===== config.mk =====
export PLATFORM = sky130hd
export DESIGN_NAME = adcc_top
export DESIGN_NICKNAME = d
export VERILOG_FILES = /design/src/rtl/adcc_prescaler.v /design/src/rtl/adcc_sd_counter.v /design/src/rtl/adcc_top.v
export VERILOG_INCLUDE_DIRS = /design/src /design/src/rtl
export SDC_FILE = /design/constraint.sdc
export NUM_CORES = 1
export LEC_CHECK = 0
export BUFFER_PORTS_ARGS = -buffer_cell sky130_fd_sc_hd__buf_2
export CORE_UTILIZATION = 40
export CTS_BUF_LIST = sky130_fd_sc_hd__clkbuf_8 sky130_fd_sc_hd__clkbuf_16
export CTS_CLUSTER_DIAMETER = 60
export DETAILED_ROUTE_END_ITERATION = 10
export GPL_ROUTABILITY_DRIVEN = 0
export GPL_TIMING_DRIVEN = 0
export HOLD_SLACK_MARGIN = 0.15
export PLACE_DENSITY = 0.56
export SYNTH_ARGS = -nofsm -noshare
export SYNTH_HDL_FRONTEND = slang
export SYNTH_HIERARCHICAL = 1
export SYNTH_SLANG_ARGS = --single-unit

===== constraint.sdc =====
create_clock -name clk_sys -period 5.2 [get_ports clk_sys]
set_clock_uncertainty 0.2 [all_clocks]
set_input_delay 0.52 -clock clk_sys [delete_from_list [all_inputs] [get_ports clk_sys]]
set_output_delay 0.52 -clock clk_sys [all_outputs]
set_load 0.03 [all_outputs]

===== src/rtl/adcc_defines.vh =====
// Constants for the converter control block: map, fields, resets, codes
// Overview of operation
// - Writing a channel start bit launches conversion
// - Processor halted for the whole conversion
// - All start bits cleared on completion
// - Result latched into converted channel's data
// - Processor clock re-enabled in the same cycle as latch and clear
// - Single-ended select steers channel one/two input
// - Temperature channel always uses fixed gain
// - Resolution 9..16 bits; fewer bits, fewer clocks
// - Converter clock prescaled, divisor 4 to 512
// - Duration equals clocks for resolution per rate
// - Bias fraction field; reduced bias lengthens conversion
// - Reference select; temperature fixed to bandgap source
// - Coarse offset also applies to temperature channel
// - Results are 16-bit two's complement words
// - Three channels, two configs, one result each
`ifndef ADCC_DEFINES_VH
`define ADCC_DEFINES_VH

// ****************************************************************
// Register map (word index on the register port)
// ****************************************************************
`define ADCC_ADDR_W 4
`define ADCC_A_CTRL 4'h0
`define ADCC_A_CFG1A 4'h1
`define ADCC_A_CFG1B 4'h2
`define ADCC_A_CFG2A 4'h3
`define ADCC_A_CFG2B 4'h4
`define ADCC_A_CFGTA 4'h5
`define ADCC_A_CFGTB 4'h6
`define ADCC_A_DATA1 4'h7
`define ADCC_A_DATA2 4'h8
`define ADCC_A_DATAT 4'h9
`define ADCC_A_PRESC 4'hA

// ****************************************************************
// Field positions
// ****************************************************************
`define ADCC_CTRL_ST1 0
`define ADCC_CTRL_ST2 1
`define ADCC_CTRL_STT 2
`define ADCC_CTRL_SE_LSB 4
`define ADCC_CTRL_SE_MSB 7
`define ADCC_CFGA_RES_LSB 0
`define ADCC_CFGA_RES_MSB 2
`define ADCC_CFGA_GAIN_LSB 3
`define ADCC_CFGA_GAIN_MSB 6
`define ADCC_CFGA_CO_LSB 7
`define ADCC_CFGA_CO_MSB 11
`define ADCC_CFGB_BIAS_LSB 0
`define ADCC_CFGB_BIAS_MSB 2
`define ADCC_CFGB_REF_LSB 3
`define ADCC_CFGB_REF_MSB 4

// ****************************************************************
// Reset values and fixed codes
// ****************************************************************
`define ADCC_RST_CFGA 12'h000
`define ADCC_RST_CFGB 5'h00
`define ADCC_RST_DATA 16'h0000
`define ADCC_RST_DIV 10'h004
`define ADCC_DIV_MIN 10'h004
`define ADCC_DIV_MAX 10'h200
`define ADCC_GAIN_TEMP 4'h0
`define ADCC_REF_BANDGAP 2'h2
`define ADCC_CH_ONE 2'h0
`define ADCC_CH_TWO 2'h1
`define ADCC_CH_TEMP 2'h2
`define ADCC_RES_BASE 5'h09
`define ADCC_SAT_POS 16'h7FFF
`define ADCC_SAT_NEG 16'h8000

`endif


===== src/rtl/adcc_prescaler.v =====
// Converter clock prescaler: one-cycle enable every divisor system clocks
`timescale 1ns/100ps
`default_nettype none
module adcc_prescaler #(
  parameter DIV_W = 10
) (
  input wire clk_sys,
  input wire rstn,
  input wire [DIV_W-1:0] divisor,
  output reg tick_q
);

  // ****************************************************************
  // Divider counter
  // ****************************************************************
  reg [DIV_W-1:0] cnt_q; // Counts system clocks within one period

  // Wraps at divisor-1; a shrunken divisor also wraps at once
  always @(posedge clk_sys or negedge rstn)
  begin
    if (!rstn)
    begin
      cnt_q <= {DIV_W{1'b0}};
      tick_q <= 1'b0;
    end
    else if (cnt_q >= divisor - {{(DIV_W-1){1'b0}}, 1'b1})
    begin
      cnt_q <= {DIV_W{1'b0}};
      tick_q <= 1'b1;
    end
    else
    begin
      cnt_q <= cnt_q + {{(DIV_W-1){1'b0}}, 1'b1};
      tick_q <= 1'b0;
    end
  end

endmodule // adcc_prescaler
`default_nettype wire


===== src/rtl/adcc_sd_counter.v =====
// Sigma-delta bit counter: counts modulator ones over 2^res steps, one step every bias_sel+1 converter clocks
`timescale 1ns/100ps
`default_nettype none
`include "adcc_defines.vh"
module adcc_sd_counter (
  input wire clk_sys,
  input wire rstn,
  input wire mod_bit,
  input wire start,
  input wire tick,
  input wire [2:0] res_sel,
  input wire [2:0] bias_sel,
  output reg done_q,
  output reg [15:0] result_q
);

  // ****************************************************************
  // Pin synchroniser, three stages with agreement filter
  // ****************************************************************
  reg s1_q; // First stage, read only by second stage
  reg s2_q;
  reg s3_q;
  reg bit_q; // Filtered modulator bit
  always @(posedge clk_sys or negedge rstn)
  begin
    if (!rstn)
    begin
      s1_q <= 1'b0;
      s2_q <= 1'b0;
      s3_q <= 1'b0;
      bit_q <= 1'b0;
    end
    else
    begin
      s1_q <= mod_bit;
      s2_q <= s1_q;
      s3_q <= s2_q;
      if (s2_q == s3_q)
        bit_q <= s3_q;
    end
  end

  // ****************************************************************
  // Conversion counters
  // ****************************************************************
  reg run_q; // Conversion in progress
  reg [2:0] stretch_q; // Reduced bias: ticks skipped per step
  reg [16:0] clk_cnt_q; // Steps taken so far
  reg [16:0] ones_q; // Ones seen from the modulator
  wire [16:0] n_clk = 17'h00001 << (res_sel + `ADCC_RES_BASE);
  wire step = run_q && tick && (stretch_q == 3'h0);
  wire [17:0] diff = {ones_q, 1'b0} - {1'b0, n_clk};
  wire [24:0] scaled = {{7{diff[17]}}, diff} << (3'h7 - res_sel);

  // Lower bias stretches each step over more converter clocks
  always @(posedge clk_sys or negedge rstn)
  begin
    if (!rstn)
    begin
      run_q <= 1'b0;
      stretch_q <= 3'h0;
      clk_cnt_q <= 17'h00000;
      ones_q <= 17'h00000;
      done_q <= 1'b0;
      result_q <= `ADCC_RST_DATA;
    end
    else
    begin
      done_q <= 1'b0;
      if (start)
      begin
        run_q <= 1'b1;
        stretch_q <= bias_sel;
        clk_cnt_q <= 17'h00000;
        ones_q <= 17'h00000;
      end
      else if (run_q && tick)
      begin
        stretch_q <= (stretch_q == 3'h0) ? bias_sel : stretch_q - 3'h1;
        if (step)
        begin
          clk_cnt_q <= clk_cnt_q + 17'h00001;
          ones_q <= ones_q + {16'h0000, bit_q};
          if (clk_cnt_q + 17'h00001 == n_clk)
          begin
            run_q <= 1'b0;
            done_q <= 1'b1;
            // Saturate full-scale ones to the signed 16-bit range
            if (!scaled[24] && scaled[23:15] != 9'h000)
              result_q <= `ADCC_SAT_POS;
            else if (scaled[24] && scaled[23:15] != 9'h1FF)
              result_q <= `ADCC_SAT_NEG;
            else
              result_q <= scaled[15:0];
          end
        end
      end
    end
  end

endmodule // adcc_sd_counter
`default_nettype wire


===== src/rtl/adcc_top.v =====
// Converter control top: registers, start sequencing, processor halt
//
// Decided for this implementation: the placing of the registers and the plain strobed port.
`timescale 1ns/100ps
`default_nettype none
`include "adcc_defines.vh"
module adcc_top (
  input wire clk_sys,
  input wire rstn,
  input wire [3:0] reg_addr,
  input wire [15:0] reg_wdata,
  input wire reg_wr,
  input wire reg_rd,
  output reg [15:0] reg_rdata_q,
  input wire mod_bit,
  output reg cpu_halt_q,
  output reg cpu_clk_en_q,
  output reg conv_busy_q,
  output reg [1:0] fe_channel_q,
  output reg [3:0] fe_single_ended_q,
  output reg [3:0] fe_gain_q,
  output reg [4:0] fe_coarse_offset_q,
  output reg [1:0] fe_ref_q,
  output reg [2:0] fe_bias_q
);

  // ****************************************************************
  // State codes
  // ****************************************************************
  localparam ST_IDLE = 1'b0; // Waiting for a start bit
  localparam ST_RUN = 1'b1; // Converting, processor halted

  // ****************************************************************
  // Register storage
  // ****************************************************************
  reg state_q; // Sequencer state
  reg [2:0] start_q; // Start bits, one per channel
  reg [3:0] single_ended_select_q; // Single-ended input choice
  reg [11:0] cfga_q [0:2]; // First config per channel
  reg [4:0] cfgb_q [0:2]; // Second config per channel
  reg [15:0] data_q [0:2]; // Result per channel
  reg [9:0] div_q; // Converter clock divisor
  reg [1:0] chan_q; // Channel being converted
  reg sd_start_q; // Launch pulse to the counter

  // ****************************************************************
  // Decoding helpers
  // ****************************************************************
  // Config address to channel index; first and second share slots
  function [1:0] cfg_index;
    input [3:0] a;
    begin
      case (a)
        `ADCC_A_CFG1A, `ADCC_A_CFG1B: cfg_index = `ADCC_CH_ONE;
        `ADCC_A_CFG2A, `ADCC_A_CFG2B: cfg_index = `ADCC_CH_TWO;
        default: cfg_index = `ADCC_CH_TEMP;
      endcase
    end
  endfunction

  // Priority pick when software sets more than one start bit
  function [1:0] pick_chan;
    input [2:0] s;
    begin
      if (s[`ADCC_CTRL_ST1])
        pick_chan = `ADCC_CH_ONE;
      else if (s[`ADCC_CTRL_ST2])
        pick_chan = `ADCC_CH_TWO;
      else
        pick_chan = `ADCC_CH_TEMP;
    end
  endfunction

  // Divisor clamped into the supported range
  function [9:0] clamp_div;
    input [15:0] v;
    begin
      if (v < {6'h00, `ADCC_DIV_MIN})
        clamp_div = `ADCC_DIV_MIN;
      else if (v > {6'h00, `ADCC_DIV_MAX})
        clamp_div = `ADCC_DIV_MAX;
      else
        clamp_div = v[9:0];
    end
  endfunction

  wire is_ctrl_wr = reg_wr && (reg_addr == `ADCC_A_CTRL);
  wire [2:0] wr_starts = reg_wdata[`ADCC_CTRL_STT:`ADCC_CTRL_ST1];
  wire is_cfga = (reg_addr == `ADCC_A_CFG1A) || (reg_addr == `ADCC_A_CFG2A)
    || (reg_addr == `ADCC_A_CFGTA);
  wire is_cfgb = (reg_addr == `ADCC_A_CFG1B) || (reg_addr == `ADCC_A_CFG2B)
    || (reg_addr == `ADCC_A_CFGTB);
  wire [1:0] wr_idx = cfg_index(reg_addr);
  wire [1:0] new_chan = pick_chan(wr_starts);
  wire [11:0] sel_a = cfga_q[new_chan];
  wire [4:0] sel_b = cfgb_q[new_chan];
  wire [11:0] run_a = cfga_q[chan_q];
  wire [4:0] run_b = cfgb_q[chan_q];

  // ****************************************************************
  // Prescaler and bit counter
  // ****************************************************************
  wire conv_tick; // One-cycle converter clock enable
  wire sd_done; // Counter finished pulse
  wire [15:0] sd_result; // Signed result from the counter

  adcc_prescaler #(
    .DIV_W(10)
  ) u_presc (
    .clk_sys(clk_sys),
    .rstn(rstn),
    .divisor(div_q),
    .tick_q(conv_tick)
  );

  adcc_sd_counter u_sd (
    .clk_sys(clk_sys),
    .rstn(rstn),
    .mod_bit(mod_bit),
    .start(sd_start_q),
    .tick(conv_tick),
    .res_sel(run_a[`ADCC_CFGA_RES_MSB:`ADCC_CFGA_RES_LSB]),
    .bias_sel(run_b[`ADCC_CFGB_BIAS_MSB:`ADCC_CFGB_BIAS_LSB]),
    .done_q(sd_done),
    .result_q(sd_result)
  );

  // ****************************************************************
  // Configuration and divisor writes
  // ****************************************************************
  // Held steady during a run so the counter sees fixed settings;
  // a write in that window is dropped, the processor is halted anyway
  genvar gi;
  generate
    for (gi = 0; gi < 3; gi = gi + 1)
    begin : g_cfg
      always @(posedge clk_sys or negedge rstn)
      begin
        if (!rstn)
        begin
          cfga_q[gi] <= `ADCC_RST_CFGA;
          cfgb_q[gi] <= `ADCC_RST_CFGB;
        end
        else if (reg_wr && state_q == ST_IDLE && wr_idx == gi)
        begin
          if (is_cfga)
            cfga_q[gi] <= reg_wdata[11:0];
          if (is_cfgb)
            cfgb_q[gi] <= reg_wdata[4:0];
        end
      end

      // Result slot updated only for the channel just converted
      always @(posedge clk_sys or negedge rstn)
      begin
        if (!rstn)
          data_q[gi] <= `ADCC_RST_DATA;
        else if (sd_done && chan_q == gi)
          data_q[gi] <= sd_result;
      end
    end
  endgenerate

  // Divisor register
  always @(posedge clk_sys or negedge rstn)
  begin
    if (!rstn)
      div_q <= `ADCC_RST_DIV;
    else if (reg_wr && reg_addr == `ADCC_A_PRESC && state_q == ST_IDLE)
      div_q <= clamp_div(reg_wdata);
  end

  // ****************************************************************
  // Conversion sequencer
  // ****************************************************************
  // Start bits double as the busy indication while running
  always @(posedge clk_sys or negedge rstn)
  begin
    if (!rstn)
    begin
      state_q <= ST_IDLE;
      start_q <= 3'h0;
      single_ended_select_q <= 4'h0;
      chan_q <= `ADCC_CH_ONE;
      sd_start_q <= 1'b0;
      cpu_halt_q <= 1'b0;
      cpu_clk_en_q <= 1'b1;
      conv_busy_q <= 1'b0;
    end
    else
    begin
      sd_start_q <= 1'b0;
      case (state_q)
        ST_IDLE:
        begin
          if (is_ctrl_wr)
          begin
            single_ended_select_q <= reg_wdata[`ADCC_CTRL_SE_MSB:`ADCC_CTRL_SE_LSB];
            if (wr_starts != 3'h0)
            begin
              // Only the launched channel's bit stays set
              start_q <= 3'h1 << new_chan;
              chan_q <= new_chan;
              sd_start_q <= 1'b1;
              cpu_halt_q <= 1'b1;
              cpu_clk_en_q <= 1'b0;
              conv_busy_q <= 1'b1;
              state_q <= ST_RUN;
            end
          end
        end
        ST_RUN:
        begin
          // Control writes cannot arrive here: the processor is stopped
          if (sd_done)
          begin
            start_q <= 3'h0;
            cpu_halt_q <= 1'b0;
            cpu_clk_en_q <= 1'b1;
            conv_busy_q <= 1'b0;
            state_q <= ST_IDLE;
          end
        end
        default:
        begin
          state_q <= ST_IDLE;
          start_q <= 3'h0;
        end
      endcase
    end
  end

  // ****************************************************************
  // Analog front-end settings
  // ****************************************************************
  // Loaded at launch from the chosen channel's configuration; single-ended select from the control write
  always @(posedge clk_sys or negedge rstn)
  begin
    if (!rstn)
    begin
      fe_channel_q <= `ADCC_CH_ONE;
      fe_single_ended_q <= 4'h0;
      fe_gain_q <= `ADCC_GAIN_TEMP;
      fe_coarse_offset_q <= 5'h00;
      fe_ref_q <= `ADCC_REF_BANDGAP;
      fe_bias_q <= 3'h0;
    end
    else if (state_q == ST_IDLE && is_ctrl_wr && wr_starts != 3'h0)
    begin
      fe_channel_q <= new_chan;
      // Gain taken as stored; software must have set it already
      fe_gain_q <= sel_a[`ADCC_CFGA_GAIN_MSB:`ADCC_CFGA_GAIN_LSB];
      fe_coarse_offset_q <= sel_a[`ADCC_CFGA_CO_MSB:`ADCC_CFGA_CO_LSB];
      fe_bias_q <= sel_b[`ADCC_CFGB_BIAS_MSB:`ADCC_CFGB_BIAS_LSB];
      fe_ref_q <= sel_b[`ADCC_CFGB_REF_MSB:`ADCC_CFGB_REF_LSB];
      fe_single_ended_q <= reg_wdata[`ADCC_CTRL_SE_MSB:`ADCC_CTRL_SE_LSB];
      if (new_chan == `ADCC_CH_TEMP)
      begin
        // Temperature path: no single-ended, fixed gain and reference
        fe_single_ended_q <= 4'h0;
        fe_gain_q <= `ADCC_GAIN_TEMP;
        fe_ref_q <= `ADCC_REF_BANDGAP;
      end
    end
  end

  // ****************************************************************
  // Register read port
  // ****************************************************************
  // Data appear the cycle after the strobe; unmapped reads give zero
  always @(posedge clk_sys or negedge rstn)
  begin
    if (!rstn)
      reg_rdata_q <= 16'h0000;
    else if (reg_rd)
    begin
      case (reg_addr)
        `ADCC_A_CTRL:
          reg_rdata_q <= {8'h00, single_ended_select_q, 1'b0, start_q};
        `ADCC_A_CFG1A, `ADCC_A_CFG2A, `ADCC_A_CFGTA:
          reg_rdata_q <= {4'h0, cfga_q[wr_idx]};
        `ADCC_A_CFG1B, `ADCC_A_CFG2B, `ADCC_A_CFGTB:
          reg_rdata_q <= {11'h000, cfgb_q[wr_idx]};
        `ADCC_A_DATA1:
          reg_rdata_q <= data_q[0];
        `ADCC_A_DATA2:
          reg_rdata_q <= data_q[1];
        `ADCC_A_DATAT:
          reg_rdata_q <= data_q[2];
        `ADCC_A_PRESC:
          reg_rdata_q <= {6'h00, div_q};
        default:
          reg_rdata_q <= 16'h0000;
      endcase
    end
  end

endmodule // adcc_top
`default_nettype wire


Word level (Yosys, flattened, before mapping)
Index checks and enable logic that the tools add are counted.
Widths: inputs -> output; s select.
- register bits after elaboration: 228
- input bits: 25
- output and inout bits: 39
- logic and storage cells: 190
- add/sub/neg operators: 8
- order comparisons: 6
- equality and inequality tests: 21
- shift-type cells: 3
- mux-type cells: 65
- bitwise logic cells: 5
- reductions and logical operators: 46
- operator list (kind ; count):
    $pmux 16 s7 ; 1
    $mux 17 ; 6
    $bmux 12 s2 ; 3
    $mux 12 ; 4
    $mux 16 ; 2
    $bmux 5 s2 ; 3
    $mux 10 ; 3
    $mux 3 ; 10
    $shl 25x3->25 ; 1
    $mux 5 ; 4
    $mux 1 ; 19
    $sub 18x17->18 ; 1
    $add 17x1->17 ; 1
    $add 17x1->17 const B ; 1
    $eq 17x17->1 ; 1
    $shl 1x5->17 const A ; 1
    $eq 4x3->1 const B ; 4
    $gt 16x10->1 const B ; 1
    $logic_and 1x1->1 ; 16
    $lt 16x3->1 const B ; 1
    $reduce_and 2->1 ; 8
    $eq 4x4->1 const B ; 3
    $add 10x1->10 const B ; 1
    $ge 10x10->1 ; 1
    33 further kinds ; 58

Logic depth before layout (Yosys ltp)
- word-level depth: 12
- mapped depth: 24
- depth with buffers taken out: 19

By module
Netlist, hierarchy kept.
- by module, submodules not included (module ; instances ; cells each ; area each (sq um) ; seq. area each (sq um)):
    adcc_top ; 1 ; 672 ; 7601.0 ; 3957.5
    adcc_sd_counter ; 1 ; 580 ; 4738.3 ; 1476.4
    adcc_prescaler ; 1 ; 92 ; 920.9 ; 275.3

Worst setup path after synthesis
Ideal clock, no wire load.
- kind: register to register
- from: register chan_q[0]
- to: register u_sd.result_q[4]
- setup time: 0.125 ns
- arrival time: 4.805 ns
- data required time: 4.875 ns
- slack: 0.069 ns
- stages on the path, launching flop included: 24
- buffers on the path: 4
- clock period less this slack: 5.131 ns
- cell sequence: dfrtp_1 buf_2 nor2b_1 clkbuf_1 nand2_1 o21ai_0 nand2_1 clkinv_1 ha_1 nor2_1 nand2_1 ha_1 buf_6 a21oi_1 o21ai_1 a311oi_2 xnor2_2 mux2i_1 or4_1 a2bb2oi_1 o31a_1 buf_6 o21bai_1 mux2i_1
- cells in the longest elaborated chain, start to end: 12
- elaborated cells on any way between the ends: 18
- those cells by class: add/sub: 3; eq/ne: 2; shift: 2; mux: 5; bitwise: 1; reduce/logical: 5
- ends and longest elaborated chain (item ; line ; text):
    start: declaration ; adcc_top.v:43 ; reg [1:0] chan_q;
    start signal: assignment ; adcc_top.v:184 ; chan_q <= `ADCC_CH_ONE;
    start signal: assignment ; adcc_top.v:203 ; chan_q <= new_chan;
    $not 2->3 (implied by the code) * ; adcc_top.v:97 ; wire [11:0] run_a = cfga_q[chan_q];
    $bmux 12 s2 * ; adcc_top.v:97 ;
    $mux 3 (implied by the code) * (2 in a row) ; adcc_top.v:97 ;
    net run_a[1] ; adcc_top.v:97 ;
    $add 3x4->5 (no source line) ; - ;
    $shl 1x5->17 ; adcc_sd_counter.v:50 ; wire [16:0] n_clk = 17'h00001 << (res_sel + `ADCC_RES_BASE);
    $sub 18x17->18 ; adcc_sd_counter.v:52 ; wire [17:0] diff = {ones_q, 1'b0} - {1'b0, n_clk};
    $shl 25x3->25 ; adcc_sd_counter.v:53 ; wire [24:0] scaled = {{7{diff[17]}}, diff} << (3'h7 - res_sel);
    $ne 9x9->1 ; adcc_sd_counter.v:91 ; else if (scaled[24] && scaled[23:15] != 9'h1FF)
    $logic_and 1x1->1 ; adcc_sd_counter.v:91 ;
    $mux 16 ; adcc_sd_counter.v:91 ;
    $mux 16 ; adcc_sd_counter.v:89 ; if (!scaled[24] && scaled[23:15] != 9'h000)
    end signal: assignment ; adcc_sd_counter.v:90 ; result_q <= `ADCC_SAT_POS;
    end signal: assignment ; adcc_sd_counter.v:92 ; result_q <= `ADCC_SAT_NEG;
    end signal: assignment ; adcc_sd_counter.v:94 ; result_q <= scaled[15:0];
    end: declaration ; adcc_sd_counter.v:14 ; output reg [15:0] result_q
Mark *: on every way through the listed nets, which the timed path passes. The rest lies on a longest branch. The select of a mux whose other input is x is not followed.
A chain may end at the register's enable or synchronous reset.

Worst setup path in the final report
- from: register chan_q[1]
- to: register u_sd.result_q[4]
Same word-level chain as after synthesis.

==> results.sh <==
export IMPL_worst_ep_arrival_time_ns=5.22
export IMPL_cap_violations=0
export IMPL_finalWorstPathRequiredPeriod_ns=4.996
export IMPL_cp_start_kind="register"
export IMPL_register_area_um2=5709
export IMPL_setup_slack_ns=0.2045
export IMPL_synth_top_family_by_area="compound AO/OA/AOI/OAI gates"
export IMPL_die_area_um2=33880
export IMPL_synth_fp_nets=1398
export IMPL_port_buffers=59
export IMPL_synth_compound_gate_area_share_pct=16.69
export IMPL_grt_pass1_wl_um=61730
export IMPL_synth_ff_latch_count=228
export IMPL_numCtsBuffers=28
export IMPL_worstPathRequired_ns=5.42
export IMPL_grt_remaining_overflow=0
export IMPL_ir_drop_uv=228.0
export IMPL_die_x_um=184.1
export IMPL_drive_gt1_share_pct=24.29
export IMPL_synth_async_reset_ratio_pct=100.0
export IMPL_nets=1518
export IMPL_grt_start_max_net_pins=111
export IMPL_core_um2=32540
export IMPL_fin_area_um2=15660
export IMPL_ant_nets=0
export IMPL_dpl_hpwl_um=28320
export IMPL_synth_distinct_cells=89
export IMPL_multi_input_area_um2=7308
export IMPL_num_vias=10960
export IMPL_power_leakage_nw=7.173
export IMPL_finalSetupViolCount=0
export IMPL_fmax_mhz=200.2
export IMPL_power_density_nw_per_um2=250.9
export IMPL_wire_per_inst_um=20.29
export IMPL_cts_tree="done"
export IMPL_place_ws_ns=-1.082
export IMPL_synth_mux_area_share_pct=12.50
export IMPL_clock_sinks=228
export IMPL_yosys_warnings=6
export IMPL_postRouteWirelength_um=39110
export IMPL_grt_antenna_before_repair=1
export IMPL_yosys_area_share_simple_pct=16.30
export IMPL_crit_start="chan_q[1]$_DFFE_PN0P_"
export IMPL_fin_util_pct=48.14
export IMPL_ioPinCount=64
export IMPL_htree_levels=1
export IMPL_critPathKind="reg -> reg"
export IMPL_post_route_period_util_pct=96.07
export IMPL_worstPathMaxFanout=10
export IMPL_grt_pass1_vias=10860
export IMPL_hold_viol_final=0
export IMPL_path_clk_slew_ns=0.06
export IMPL_ys_top_cells_by_area="dfrtp_1, mux2_2, nand2_1, nor2_1, mux2i_1"
export IMPL_finish_cell_count_without_fillers=1928
export IMPL_die_y_um=184.1
export IMPL_timing_rr_start="chan_q[1]$_DFFE_PN0P_"
export IMPL_yosys_area_top_type="dfrtp_1"
export IMPL_clock_latency_ns=0.56
export IMPL_hold_class="in -> async"
export IMPL_clock_path_buffers=3
export IMPL_place_area_um2=14170
export IMPL_synth_fa_ha_area_share_pct=2.868
export IMPL_status="complete, no violations"
export IMPL_yosysSeqAreaShare_pct=43.06
export IMPL_synthFlopType="dfrtp_1"
export IMPL_synth_top_area_share_pct=42.46
export IMPL_syn_inst=1344
export IMPL_critPathCaptureType="register"
export IMPL_dr_first_iter_drc_count=770
export IMPL_start_util_pct=40.76
export IMPL_root_buffer="clkbuf_16"
export IMPL_track_usage_pct=23.49
export IMPL_nFillCells=3158
export IMPL_synth_xor_xnor_area_share_pct=4.529
export IMPL_firstDrtPassIters=5
export IMPL_worst_pin_slew_ns=1.243
export IMPL_drv_slew=0
export IMPL_syn_area_um2=13260
export IMPL_viasPerCell=5.684
export IMPL_synth_edff_count=0
export IMPL_placed_cells=1847
export IMPL_syn_area_per_cell_um2=9.866
export IMPL_rows=66
export IMPL_power_mw=3.930
export IMPL_route_detailed_drc=0
export IMPL_antenna_cells=0
export IMPL_relSlewSlack_pct=15.95
export IMPL_syn_to_final_growth_pct=18.13
## cell usage in the layout (no fill, tap or decap), types with 8 or more instances in the layout
master	n
ha_1	24
and2_1	9
mux2_2	112
nor3_2	12
buf_2	86
nor3_1	19
o22ai_1	11
nand4_1	17
nor2_1	108
a31oi_1	14
nand2_1	130
and3_1	11
a22o_1	20
xor2_1	33
a211oi_1	9
buf_6	10
nor2b_1	9
clkinv_2	9
nand3_1	41
inv_1	33
dfrtp_1	225
or3_1	8
o21ai_0	52
a21oi_1	58
xnor2_1	29
o221ai_1	12
o21ai_1	28
clkbuf_16	29
clkbuf_1	40
a22oi_1	24
buf_4	21
mux2i_1	32
dlygate4sd3_1	11
## per-layer routing
| layer | wire, µm | global-route usage [%] |
|---|---|---|
| met5 | 13 | 0 |
| met4 | 1065 | 6.767 |
| met3 | 2128 | 3.784 |
| met2 | 18300 | 38.67 |
| met1 | 17600 | 31.74 |
## final timing paths
| check | depth (start not counted) | slack, ns | end |
|---|---|---|---|
| max reg2reg | 21 | 0.20 | u_sd/result_q[4]$_DFFE_PN0P_ |
| min | 2 | 0.17 | cfga_q[21]$_DFFE_PN0P_ |
| min reg2reg | 0 | 0.18 | u_sd/s3_q$_DFF_PN0_ |
| max | 21 | 0.20 | u_sd/result_q[4]$_DFFE_PN0P_ |
| max in group asynchronous | 4 | 3.37 | u_sd/ones_q[7]$_DFFE_PN0P_ |
| min in group clk_sys | 0 | 0.18 | u_sd/s3_q$_DFF_PN0_ |
## cell type report
cell class              count  share of cell area [%]
clock inverters            20                  0.8707
clock buffers              32                   4.897
inverters                  33                  0.8467
repair buffers             92                   4.010
multi-input cells         996                   46.66
flip-flops and latches    228                   36.45
plain buffers              85                   2.740
well taps                 442                   3.531
## critical path, cell delays in order (launching register included)
cell and delay [ns]:
dfrtp_1 0.33, buf_6 0.19, mux2i_4 0.27, o21ai_4 0.12, nand2_4 0.11, clkinv_4 0.07, ha_4 0.31, nor2b_4 0.24
nand3_4 0.13, ha_4 0.30, buf_6 0.13, nand4_1 0.20, a2111oi_4 0.33, a311oi_2 0.10, xnor2_2 0.26, mux2i_2 0.13
or4_1 0.47, a2bb2oi_1 0.14, o31a_2 0.45, buf_6 0.16, o21bai_1 0.14, mux2i_1 0.09
## where the power goes
| part | switching (mW) | internal (mW) | leakage, nW |
|---|---|---|---|
| combinational | 0.177 | 0.0753 | 3.63 |
| clock | 0.779 | 1.11 | 0.477 |
| sequential | 0.00847 | 1.78 | 3.07 |
## flip-flops by register name, indices dropped and copies added (netlist names), 5 cells and up
| signal | count |
|---|---|
| u_sd/clk_cnt_q | 17 |
| u_presc/cnt_q | 10 |
| div_q | 10 |
| fe_coarse_offset_q | 5 |
| data_q | 48 |
| reg_rdata_q | 16 |
| cfgb_q | 15 |
| u_sd/result_q | 16 |
| cfga_q | 36 |
| u_sd/ones_q | 17 |
## timing repair
action | 4_1_cts | 5_1_grt
buffers inserted | 11 | 8
hold buffers | 11 | 0
hold endpoints to repair | 141 | 0
resized for setup | 35 | 41
endpoints found under the setup margin | 15 | 15
pin swaps | 9 | 10
cloned | 0 | 1
## logic make-up (layout without fill, tap and decap cells)
| family | after synthesis | count (layout) |
|---|---|---|
| AND/OR/NAND/NOR | 427 | 427 |
| AO/OA/AOI/OAI | 322 | 322 |
| flip-flops | 228 | 228 |
| multiplexers | 150 | 150 |
| buffers and inverters | 120 | 262 |
| XOR/XNOR | 66 | 66 |
| adder cells (fa/ha/maj) | 30 | 30 |
| other | 1 | 1 |
## synthesized netlist by cell type, types with 8 or more instances
cell / count
xor2_1: 34
mux2i_1: 36
a211oi_1: 10
o21ai_1: 28
dfrtp_1: 225
o221ai_1: 12
nand4_1: 17
or3_1: 8
and3_1: 11
and2_1: 9
clkbuf_1: 42
ha_1: 28
a22oi_1: 24
a31oi_1: 15
o21ai_0: 56
nand2_1: 134
inv_1: 27
a21oi_1: 62
a22o_1: 20
nand3_1: 43
buf_2: 31
nor2_1: 112
nor3_2: 12
xnor2_1: 29
nor2b_1: 12
nor3_1: 20
o22ai_1: 11
mux2_2: 112
## through the flow
stage / TNS, ns / hold WS, ns
2_1_floorplan: 0 / 0.02441
3_3_place_gp: -170.66 / 0.1362
3_5_place_dp: -15.43 / 0.1358
4_1_cts: 0 / 0.1571
5_1_grt: -0.04904 / 0.1796
6_report: 0 / 0.1729
(Power assumes the default switching activity.)
